[src/cap_pkg.sv]
// shared constants, register map and state codes for the pulse monitor
package cap_pkg;
    // clock and timing base
    localparam int CLK_PERIOD_NS = 40;          // 25 MHz core clock
    localparam int TICK_NS = 100_000_000;       // 0.1 s timing base
    localparam int TICK_CYCLES = TICK_NS / CLK_PERIOD_NS;
    localparam int TICK_MS = 100;               // tick length in ms
    // pulse times in ms, converted to ticks below
    localparam int CYCLE_MS = 20000;            // one whole monitor cycle
    localparam int START_MS = 1000;             // start pulse
    localparam int INV_HIGH_MS = 3500;          // invalid-data high pulse
    localparam int LOW_MIN_MS = 500;            // current pulse floor
    localparam int LOW_MAX_MS = 9000;           // current pulse ceiling
    localparam int HIGH_MIN_MS = 2000;          // maintenance pulse floor
    localparam int HIGH_MAX_MS = 9000;          // maintenance pulse ceiling
    localparam int FULL_SCALE_MS = 5000;        // 100 percent equals 5 s
    localparam logic [7:0] CYCLE_TICKS = 8'(CYCLE_MS / TICK_MS);
    localparam logic [7:0] START_TICKS = 8'(START_MS / TICK_MS);
    localparam logic [7:0] INVH_TICKS = 8'(INV_HIGH_MS / TICK_MS);
    localparam logic [7:0] LOW_MIN = 8'(LOW_MIN_MS / TICK_MS);
    localparam logic [7:0] LOW_MAX = 8'(LOW_MAX_MS / TICK_MS);
    localparam logic [7:0] HIGH_MIN = 8'(HIGH_MIN_MS / TICK_MS);
    localparam logic [7:0] HIGH_MAX = 8'(HIGH_MAX_MS / TICK_MS);
    localparam logic [7:0] FULL_TICKS = 8'(FULL_SCALE_MS / TICK_MS);
    // maintenance count is in 100 h units, full scale 40000 h
    localparam int MAINT_UNIT_H = 100;
    localparam int MAINT_FULL_H = 40000;
    localparam logic [13:0] MAINT_DIV =
        14'(MAINT_FULL_H / MAINT_UNIT_H / (FULL_SCALE_MS / TICK_MS));
    // restart setting value that switches automatic restart off
    localparam logic [13:0] RESTART_OFF = 14'h270F;
    // register byte offsets
    localparam logic [7:0] OFS_AVG_WIN = 8'h00;
    localparam logic [7:0] OFS_MASK = 8'h04;
    localparam logic [7:0] OFS_REF = 8'h08;
    localparam logic [7:0] OFS_MAINT = 8'h0C;
    localparam logic [7:0] OFS_RESTART = 8'h10;
    localparam logic [7:0] OFS_STATUS = 8'h14;
    // reset values and write limits
    localparam logic [3:0] RST_AVG_WIN = 4'hA;  // 1.0 s
    localparam logic [7:0] RST_MASK = 8'h00;
    localparam logic [13:0] RST_MAINT = 14'h0000;
    localparam logic [3:0] AVG_MAX = 4'hA;      // 10 ticks at most
    localparam logic [7:0] MASK_MAX = 8'hC8;    // 20.0 s
    // status field positions
    localparam int ST_HIGH_LSB = 0;
    localparam int ST_LOW_LSB = 8;
    localparam int ST_OUT_BIT = 16;
    localparam int ST_RST_BIT = 17;
    localparam int ST_STATE_LSB = 20;
    // AHB transfer type bit that marks an active transfer
    localparam int HTRANS_ACTIVE = 1;

    typedef enum logic [3:0] {
        ST_IDLE = 4'h0,   // waiting for constant speed
        ST_ZWAIT = 4'h1,  // zero current, wait for next constant speed
        ST_MASK = 4'h2,   // transient mask running
        ST_START = 4'h3,  // start pulse, current sampled
        ST_LOWD = 4'h4,   // current-coded low pulse
        ST_HIGHD = 4'h5,  // maintenance-coded high pulse
        ST_ENDL = 4'h6,   // end low until the cycle closes
        ST_INVH = 4'h7,   // invalid data high pulse
        ST_INVL = 4'h8,   // invalid data end low
        ST_NODATA = 4'h9  // data-less low cycle
    } cap_state_t;
endpackage : cap_pkg

[src/cap_tick_gen.sv]
// free-running timing base that pulses once per tick period
`timescale 1ns/1ps
module cap_tick_gen
    import cap_pkg::*;
#(
    parameter int TICK_LEN = TICK_CYCLES
) (
    input wire logic core_clk,
    input wire logic rst,
    input wire logic clkEn,
    output logic tick
);
    logic [31:0] divCnt_ff; // cycles since the last tick

    // count core cycles, wrap at the tick length
    always_ff @(posedge core_clk or posedge rst)
    begin
        if (rst)
        begin
            divCnt_ff <= 32'h0;
        end
        else if (clkEn)
        begin
            if (divCnt_ff == 32'(TICK_LEN - 1))
                divCnt_ff <= 32'h0;
            else
                divCnt_ff <= divCnt_ff + 32'h1;
        end
    end

    // pulse is gated so a frozen block sees no tick
    assign tick = clkEn && (divCnt_ff == 32'(TICK_LEN - 1));
endmodule : cap_tick_gen

[src/cap_monitor.sv]
// current average pulse monitor with AHB-Lite settings registers
//
// The placing of the registers and the AHB-Lite register port were left to the implementer.
`timescale 1ns/1ps
module cap_monitor
    import cap_pkg::*;
#(
    parameter int TICK_LEN = TICK_CYCLES,
    parameter int CUR_W = 10,
    parameter logic [8:0] REF_DEFAULT = 9'h064
) (
    input wire logic core_clk,
    input wire logic rst,
    input wire logic clkEn,
    input wire logic constSpeed,
    input wire logic restartActive,
    input wire logic [CUR_W-1:0] outputCurrent,
    output logic current_average_monitor_output,
    input wire logic hsel,
    input wire logic [31:0] haddr,
    input wire logic [1:0] htrans,
    input wire logic hwrite,
    input wire logic [2:0] hsize,
    input wire logic [31:0] hwdata,
    input wire logic hready,
    output logic hreadyout,
    output logic hresp,
    output logic [31:0] hrdata
);
    // settings registers
    logic [3:0] averaging_window_time_ff;    // ticks of 0.1 s
    logic [7:0] transient_mask_time_ff;      // ticks of 0.1 s
    logic [8:0] reference_current_setting_ff; // amperes
    logic [13:0] maintenance_hours_count_ff; // 100 h units
    logic [13:0] restart_coasting_setting_ff; // off at the reserved value
    // bus data-phase state
    logic wrPend_ff;
    logic [7:0] wrAddr_ff;
    // sequencer state
    cap_state_t state_ff;
    cap_state_t nxt_state;
    logic [7:0] phaseCnt_ff;                 // ticks in the current state
    logic [7:0] cycleCnt_ff;                 // ticks in the current cycle
    logic [CUR_W+3:0] curSum_ff;             // sampled current sum
    logic [7:0] lowTicks_ff;
    logic [7:0] highTicks_ff;
    logic monOut_ff;
    logic tick;
    logic restartOn;
    logic cycleEnd;
    logic stateChange;
    logic [3:0] avgCount;
    logic [7:0] lowCalc;
    logic [7:0] highCalc;
    cap_state_t endChoice;
    logic busTake;

    // output level of each state; start and high pulses drive high
    function automatic logic levelOf(input cap_state_t s);
        levelOf = (s == ST_START) || (s == ST_HIGHD) || (s == ST_INVH);
    endfunction : levelOf

    // states that belong to a running 20 s cycle
    function automatic logic inCycle(input cap_state_t s);
        inCycle = (s != ST_IDLE) && (s != ST_ZWAIT) && (s != ST_MASK);
    endfunction : inCycle

    // clamp a tick count into a window
    function automatic logic [7:0] clampTicks(input logic [19:0] v,
                                              input logic [7:0] lo,
                                              input logic [7:0] hi);
        if (v < 20'(lo))
            clampTicks = lo;
        else if (v > 20'(hi))
            clampTicks = hi;
        else
            clampTicks = v[7:0];
    endfunction : clampTicks

    cap_tick_gen #(
        .TICK_LEN(TICK_LEN)
    ) u_tick (
        .core_clk(core_clk),
        .rst(rst),
        .clkEn(clkEn),
        .tick(tick)
    );

    assign restartOn = (restart_coasting_setting_ff != RESTART_OFF);
    // a zero window is read as one tick so the average stays defined
    assign avgCount = (averaging_window_time_ff == 4'h0) ? 4'h1 :
                      averaging_window_time_ff;

    // pulse lengths from the averaged current and maintenance count
    always_comb
    begin
        logic [19:0] num;
        logic [19:0] den;
        num = 20'(curSum_ff) * 20'(FULL_TICKS);
        den = 20'(avgCount) * 20'(reference_current_setting_ff);
        // zero reference means any current is far above 180 percent
        if (den == 20'h0)
            lowCalc = LOW_MAX;
        else
            lowCalc = clampTicks(num / den, LOW_MIN, LOW_MAX);
        highCalc = clampTicks(20'(maintenance_hours_count_ff / MAINT_DIV),
                              HIGH_MIN, HIGH_MAX);
    end

    assign cycleEnd = tick && inCycle(state_ff) &&
                      (cycleCnt_ff == CYCLE_TICKS - 8'h1);

    // what follows a completed cycle
    always_comb
    begin
        if (outputCurrent == '0)
            endChoice = ST_ZWAIT;
        else if (!constSpeed)
            endChoice = ST_NODATA;
        else if (restartOn && restartActive)
            endChoice = ST_NODATA;
        else
            endChoice = ST_START;
    end

    // sequencer next state
    always_comb
    begin
        nxt_state = state_ff;
        if (clkEn)
        begin
            unique case (state_ff)
                ST_IDLE:
                    if (constSpeed)
                        nxt_state = ST_MASK;
                ST_ZWAIT:
                    if (!constSpeed)
                        nxt_state = ST_IDLE;
                ST_MASK:
                    // a speed change abandons the mask entirely
                    if (!constSpeed)
                        nxt_state = ST_IDLE;
                    else if (phaseCnt_ff >= transient_mask_time_ff)
                        nxt_state = (restartOn && restartActive) ?
                                    ST_NODATA : ST_START;
                ST_START:
                    if (!constSpeed)
                        nxt_state = ST_INVH;
                    else if (tick && phaseCnt_ff == START_TICKS - 8'h1)
                        nxt_state = ST_LOWD;
                ST_LOWD:
                    if (tick && phaseCnt_ff == lowTicks_ff - 8'h1)
                        nxt_state = ST_HIGHD;
                ST_HIGHD:
                    if (tick && phaseCnt_ff == highTicks_ff - 8'h1)
                        nxt_state = ST_ENDL;
                ST_INVH:
                    if (tick && cycleCnt_ff == INVH_TICKS - 8'h1)
                        nxt_state = ST_INVL;
                ST_ENDL, ST_INVL, ST_NODATA:
                    // speed is ignored until the cycle has closed
                    if (cycleEnd)
                        nxt_state = endChoice;
                default:
                    nxt_state = ST_IDLE;
            endcase
        end
    end

    assign stateChange = (nxt_state != state_ff);

    // state register and registered monitor output
    always_ff @(posedge core_clk or posedge rst)
    begin
        if (rst)
        begin
            state_ff <= ST_IDLE;
            monOut_ff <= 1'b0;
        end
        else if (clkEn)
        begin
            state_ff <= nxt_state;
            monOut_ff <= levelOf(nxt_state);
        end
    end

    // tick counters; a repeated data-less cycle restarts both
    always_ff @(posedge core_clk or posedge rst)
    begin
        if (rst)
        begin
            phaseCnt_ff <= 8'h00;
            cycleCnt_ff <= 8'h00;
        end
        else if (clkEn)
        begin
            if (stateChange || cycleEnd)
                phaseCnt_ff <= 8'h00;
            else if (tick)
                phaseCnt_ff <= phaseCnt_ff + 8'h01;
            // a new cycle starts at start pulse or data-less entry
            if (cycleEnd || (stateChange && (nxt_state == ST_START ||
                                             nxt_state == ST_NODATA)))
                cycleCnt_ff <= 8'h00;
            else if (tick && inCycle(state_ff))
                cycleCnt_ff <= cycleCnt_ff + 8'h01;
        end
    end

    // current sampling during the averaging window of the start pulse
    always_ff @(posedge core_clk or posedge rst)
    begin
        if (rst)
        begin
            curSum_ff <= '0;
        end
        else if (clkEn)
        begin
            if (stateChange && nxt_state == ST_START)
                curSum_ff <= '0;
            else if (state_ff == ST_START && constSpeed && tick &&
                     phaseCnt_ff < 8'(avgCount))
                curSum_ff <= curSum_ff + (CUR_W+4)'(outputCurrent);
        end
    end

    // pulse lengths latched in the first tick of the low pulse, so the
    // sample taken on the start pulse's closing tick is in the sum
    always_ff @(posedge core_clk or posedge rst)
    begin
        if (rst)
        begin
            lowTicks_ff <= LOW_MIN;
            highTicks_ff <= HIGH_MIN;
        end
        else if (clkEn && state_ff == ST_LOWD && phaseCnt_ff == 8'h00)
        begin
            lowTicks_ff <= lowCalc;
            highTicks_ff <= highCalc;
        end
    end

    assign current_average_monitor_output = monOut_ff;

    // bus: no wait states, but a frozen block holds the bus off
    assign hreadyout = clkEn;
    assign hresp = 1'b0;
    assign busTake = hsel && hready && htrans[HTRANS_ACTIVE];

    // address phase capture and registered read data
    always_ff @(posedge core_clk or posedge rst)
    begin
        if (rst)
        begin
            wrPend_ff <= 1'b0;
            wrAddr_ff <= 8'h00;
            hrdata <= 32'h0;
        end
        else if (clkEn)
        begin
            wrPend_ff <= busTake && hwrite;
            wrAddr_ff <= haddr[7:0];
            if (busTake && !hwrite)
            begin
                unique case (haddr[7:0])
                    OFS_AVG_WIN: hrdata <= 32'(averaging_window_time_ff);
                    OFS_MASK: hrdata <= 32'(transient_mask_time_ff);
                    OFS_REF: hrdata <= 32'(reference_current_setting_ff);
                    OFS_MAINT: hrdata <= 32'(maintenance_hours_count_ff);
                    OFS_RESTART: hrdata <= 32'(restart_coasting_setting_ff);
                    OFS_STATUS:
                    begin
                        hrdata <= 32'h0;
                        hrdata[ST_HIGH_LSB +: 8] <= highTicks_ff;
                        hrdata[ST_LOW_LSB +: 8] <= lowTicks_ff;
                        hrdata[ST_OUT_BIT] <= monOut_ff;
                        hrdata[ST_RST_BIT] <= restartOn;
                        hrdata[ST_STATE_LSB +: 4] <= state_ff;
                    end
                    // unmapped offsets read as zero
                    default: hrdata <= 32'h0;
                endcase
            end
        end
    end

    // settings writes in the data phase; status is read only
    always_ff @(posedge core_clk or posedge rst)
    begin
        if (rst)
        begin
            averaging_window_time_ff <= RST_AVG_WIN;
            transient_mask_time_ff <= RST_MASK;
            reference_current_setting_ff <= REF_DEFAULT;
            maintenance_hours_count_ff <= RST_MAINT;
            restart_coasting_setting_ff <= RESTART_OFF;
        end
        else if (clkEn && wrPend_ff)
        begin
            unique case (wrAddr_ff)
                OFS_AVG_WIN:
                    // out-of-range window saturates at 1.0 s
                    averaging_window_time_ff <= (hwdata[3:0] > AVG_MAX) ?
                                                AVG_MAX : hwdata[3:0];
                OFS_MASK:
                    transient_mask_time_ff <= (hwdata[7:0] > MASK_MAX) ?
                                              MASK_MAX : hwdata[7:0];
                OFS_REF: reference_current_setting_ff <= hwdata[8:0];
                OFS_MAINT: maintenance_hours_count_ff <= hwdata[13:0];
                OFS_RESTART: restart_coasting_setting_ff <= hwdata[13:0];
                default: ;
            endcase
        end
    end

    // checks next to the sequencer
    a_mask_abort: assert property (@(posedge core_clk) disable iff (rst)
        clkEn && state_ff == ST_MASK && !constSpeed |=> state_ff == ST_IDLE)
        else $error("mask kept running during a speed change");
    a_invalid_start: assert property (@(posedge core_clk) disable iff (rst)
        clkEn && state_ff == ST_START && !constSpeed
        |=> state_ff == ST_INVH && current_average_monitor_output)
        else $error("speed change in start pulse not flagged");
    a_invalid_high_len: assert property (@(posedge core_clk)
        disable iff (rst)
        state_ff == ST_INVH && tick && cycleCnt_ff == INVH_TICKS - 8'h1
        |=> state_ff == ST_INVL && !current_average_monitor_output)
        else $error("invalid high pulse length wrong");
    a_cycle_held: assert property (@(posedge core_clk) disable iff (rst)
        clkEn && state_ff == ST_INVL && !cycleEnd |=> state_ff == ST_INVL)
        else $error("invalid cycle cut short");
    a_zero_current: assert property (@(posedge core_clk) disable iff (rst)
        cycleEnd && outputCurrent == '0 |=> state_ff == ST_ZWAIT)
        else $error("zero current did not stop the monitor");
    a_nodata_accel: assert property (@(posedge core_clk) disable iff (rst)
        cycleEnd && outputCurrent != '0 && !constSpeed
        |=> state_ff == ST_NODATA && !current_average_monitor_output)
        else $error("no data-less cycle while accelerating");
    a_nodata_restart: assert property (@(posedge core_clk)
        disable iff (rst)
        cycleEnd && outputCurrent != '0 && restartOn && restartActive
        |=> state_ff == ST_NODATA)
        else $error("restart at cycle end gave data");
    a_mask_restart: assert property (@(posedge core_clk) disable iff (rst)
        clkEn && state_ff == ST_MASK && constSpeed && restartOn &&
        restartActive && phaseCnt_ff >= transient_mask_time_ff
        |=> state_ff == ST_NODATA)
        else $error("restart at mask end gave data");
    a_cycle_bound: assert property (@(posedge core_clk) disable iff (rst)
        cycleCnt_ff < CYCLE_TICKS)
        else $error("cycle ran past 20 s");
    a_start_level: assert property (@(posedge core_clk) disable iff (rst)
        state_ff == ST_START |-> current_average_monitor_output)
        else $error("start pulse not high");
    a_low_clamp: assert property (@(posedge core_clk) disable iff (rst)
        state_ff == ST_LOWD |-> lowTicks_ff >= LOW_MIN &&
        lowTicks_ff <= LOW_MAX && !current_average_monitor_output)
        else $error("current pulse out of range");
    a_high_clamp: assert property (@(posedge core_clk) disable iff (rst)
        state_ff == ST_HIGHD |-> highTicks_ff >= HIGH_MIN &&
        highTicks_ff <= HIGH_MAX)
        else $error("maintenance pulse out of range");
    a_idle_to_mask: assert property (@(posedge core_clk) disable iff (rst)
        clkEn && state_ff == ST_IDLE && constSpeed |=> state_ff == ST_MASK)
        else $error("constant speed did not start the mask");
endmodule : cap_monitor

[config.mk]
export PLATFORM = sky130hd
export DESIGN_NAME = cap_monitor
export DESIGN_NICKNAME = d
export VERILOG_FILES = /design/src/cap_pkg.sv /design/src/cap_tick_gen.sv /design/src/cap_monitor.sv
export SDC_FILE = /design/constraint.sdc
export NUM_CORES = 1
export LEC_CHECK = 0
export ABC_AREA = 1
export CORE_ASPECT_RATIO = 1.1
export CORE_UTILIZATION = 30
export DETAILED_ROUTE_END_ITERATION = 16
export DONT_BUFFER_PORTS = 1
export PLACE_DENSITY = 0.42
export SLEW_MARGIN = 20
export SYNTH_ARGS = -nofsm -noshare
export SYNTH_HDL_FRONTEND = slang
export SYNTH_HIERARCHICAL = 1
export SYNTH_SLANG_ARGS = --single-unit
export TNS_END_PERCENT = 100
[constraint.sdc]
create_clock -name core_clk -period 67.8 [get_ports core_clk]
set_input_delay 10.17 -clock core_clk [delete_from_list [all_inputs] [get_ports core_clk]]
set_output_delay 10.17 -clock core_clk [all_outputs]
set_load 0.005 [all_outputs]
==> impl_metrics.yaml <==
status:
  run_status: "completed"
finish:
  fillers: 7535
  area_delta_synth_final_pct: 7.590
  fin_area_sq_um: 22720
  finalNetCount: 3465
  antenna_cells: 0
  drive_gt1_frac: 0.07991
timing:
  fmaxAchievable_ghz: 0.01866
  drv_slew: 0
  maxSlewHeadroom: 0.3063
  tightest_slew_ps: 1038
  finalSetupViolCount: 0
  skew_ps: 15.93
  finalCritPeriodShare: 0.7903
  grt_setup_unrepaired: "false"
  setup_tns_ps: 0
  layout_min_cycle_time_ps: 53580
  hold_violations: 0
die:
  core_area_sq_um: 69380
  num_rows: 101
  die_area_sq_um: 71450
  die_y_um: 280.3
  die_x_um: 255.0
  io_pins: 122
  start_util: 0.3044
logic_synthesis:
  synth_area_per_cell_sq_um: 6.827
  synth_top_cell_by_area: "dfrtp_1"
  yosys.area.top_type_share: 0.1730
  syn_inst: 3093
  synthTopCellsByArea: "dfrtp_1, ha_1, nand2_1"
  yosysMostFrequentCell: "nand2_1"
  synth_common_cells: "nand2_1, inv_1, ha_1"
  ys_ff_latch: 163
  async_reset_ff_frac: 1.000
  synthFlopType: "dfrtp_1"
  ys_seq_area_frac: 0.1942
  syn-cell-area_sq_um: 21120
  synth.distinct_cells: 66
  yosys_warnings: 6
  synth_edf_count: 0
cts:
  cts_buffer_depth: 2
  cts_buffers: 17
  cts_hold_buf: 0
  cts.sinks: 163
  cts_tree: "yes"
  clk_latency_ps: 440
  htreeDepth: 4
  cts_root_buf: "clkbuf_16"
  post_cts_buffers: 0
  clk_pin_slew_ps: 80
  post_cts_resized: 0
placement:
  hpwlAfterDp_um: 48640
  dpl_cell_area_sq_um: 22110
  gp_routability_congestion: 0.8548
  io_buffers: 0
detailed_routing:
  drt_iter0_markers: 793
  drc_errors: 0
  drt.antenna.violating_nets: 0
  firstDrtPassIters: 6
  num_vias: 19220
  routed_wl_um: 59840
  vias_per_cell: 4.784
  detail_route.wl_per_cell_um: 14.89
global_route:
  grt_max_degree: 79
  antenna_found_initial: 0
  grt_use_total: 0.1732
  use_met3: 0.01893
  grt_use_met2: 0.3239
  grt_pass1_vias: 19610
  met1_usage: 0.2107
  busiest_layer: "met2"
  overflow: 0
  grt_pass1_wl_um: 99740
worst_setup_path:
  path_class: "flip-flop to flip-flop"
  r2r_end: "lowTicks_ff[3]$_DFFE_PP0P_"
  crit_fanout: 27
  reg2regPathDepth: 335
  critPathLaunch: "curSum_ff[1]$_DFFE_PP0P_"
  start_kind: "flip-flop"
  ff2ff_setup_slack_ps: 14220
  cpPeakStageDelay_ps: 580
  rr_startpoint: "curSum_ff[1]$_DFFE_PP0P_"
  endpoint: "lowTicks_ff[3]$_DFFE_PP0P_"
  cp_top_family: "compound AO/OA/AOI/OAI gates"
  worstPathRequired_ps: 68130
  cpMostUsedCell: "nand2_1"
  cp-end-kind: "flip-flop"
  slowest_stage: "o21ai_1"
  path_buf_inv: 68
  cp.depth: 335
  cp.arrival_ps: 53910
run:
  maxCapViolCount: 0
hold_path:
  hold_class: "flip-flop to flip-flop"
[state kept, by name, indices dropped and copies added, names as in the netlist]
signal	count
highTicks_ff	8
wrPend_ff	1
maintenance_hours_count_ff	14
hrdata	22
reference_current_setting_ff	9
restart_coasting_setting_ff	14
wrAddr_ff	8
lowTicks_ff	8
phaseCnt_ff	8
transient_mask_time_ff	8
u_tick/divCnt_ff	32
state_ff	4
curSum_ff	14
averaging_window_time_ff	4
cycleCnt_ff	8
current_average_monitor_output	1
[final cells by class]
| class | count | area [sq um] | area share |
|---|---|---|---|
| clock buffer | 18 | 439.2 | 0.01933 |
| clock inverter | 14 | 166.4 | 0.007325 |
| inverter | 541 | 2046 | 0.09004 |
| multi-input combinational | 2336 | 14670 | 0.6455 |
| sequential | 163 | 4100 | 0.1805 |
| tap | 927 | 1160 | 0.05105 |
| timing repair buffer | 19 | 142.6 | 0.006278 |
[layer usage]
metal	wire [um]	vias up
met5	0	-
met1	27230	8914
met3	1656	39
met4	736	0
met2	30220	250
li1	-	10020
[worst register-to-register path, delay by kind of cell (launching register included)]
| family | cells | cell delay, ps |
|---|---|---|
| xor gates and xnor gates | 1 | 360 |
| and+or+nand+nor | 122 | 14820 |
| DFF | 1 | 490 |
| adders and majority gates | 24 | 7710 |
| AOI/OAI and AO/OA | 120 | 23500 |
| buffers and inverters | 68 | 6580 |
[how the worst min path moves through the flow]
stage	from	endpoint	slack (ps)	cells after the start
6_report	wrAddr_ff[1]$_DFFE_PP0P_	wrAddr_ff[1]$_DFFE_PP0P_	480	2
5_1_grt	transient_mask_time_ff[6]$_DFFE_PP0P_	transient_mask_time_ff[6]$_DFFE_PP0P_	500	2
4_1_cts	wrAddr_ff[1]$_DFFE_PP0P_	wrAddr_ff[1]$_DFFE_PP0P_	480	2
3_5_place_dp	wrAddr_ff[1]$_DFFE_PP0P_	wrAddr_ff[1]$_DFFE_PP0P_	460	2
3_3_place_gp	wrAddr_ff[1]$_DFFE_PP0P_	wrAddr_ff[1]$_DFFE_PP0P_	450	2
2_1_floorplan	wrAddr_ff[1]$_DFFE_PP0P_	wrAddr_ff[1]$_DFFE_PP0P_	440	2
[cells in the final DEF, fill, tap and decap left out, drive strengths merged, types with 3 or more instances in the layout]
cell type / synthesis / layout
a2111oi: 5 / 5
a211oi: 4 / 4
a21o: 25 / 25
a21oi: 143 / 143
a221oi: 4 / 4
a31oi: 7 / 7
and2: 4 / 4
and3: 4 / 4
buf: 27 / 19
clkbuf: 36 / 18
clkinv: 6 / 9
conb: 1 / 11
dfrtp: 146 / 146
dfstp: 17 / 17
fa: 24 / 24
ha: 276 / 276
inv: 535 / 543
nand2: 761 / 761
nand3: 180 / 180
nand3b: 9 / 9
nand4: 44 / 44
nor2: 228 / 228
nor3: 36 / 36
nor4: 19 / 19
o211ai: 9 / 9
o21a: 10 / 10
o21ai: 273 / 273
o21bai: 21 / 21
o221ai: 3 / 3
o22ai: 13 / 13
o31ai: 14 / 14
o41ai: 5 / 5
or2: 26 / 26
xnor2: 57 / 57
xor2: 109 / 109
[through the flow]
stage               worst slack, ps  std cells  utilization  hold WS, ps
floorplan                     22330       3103            -        442.6
global placement              15020       3986       0.3187        454.7
detailed placement            13950       3986       0.3187        460.2
CTS                           13730       4018       0.3275        478.5
global route                   7679       4018       0.3275        504.8
finish                        14220       4018       0.3275        478.9
[kinds of logic (layout without fill, tap and decap cells)]
family | Yosys count | in the layout | synth area share
XOR/XNOR | 166 | 166 | 0.06956
adder cells (fa/ha/maj) | 300 | 300 | 0.1863
flip-flops | 163 | 163 | 0.1942
AO/OA/AOI/OAI | 544 | 544 | 0.1505
multiplexers | 1 | 1 | 0.0004740
buffers and inverters | 604 | 592 | 0.1138
AND/OR/NAND/NOR | 1314 | 1314 | 0.2851
other | 1 | 11 | 0.0001776
Power is not shown: default switching activity piles up to over one toggle a cycle in this logic, so the estimate is an artifact.
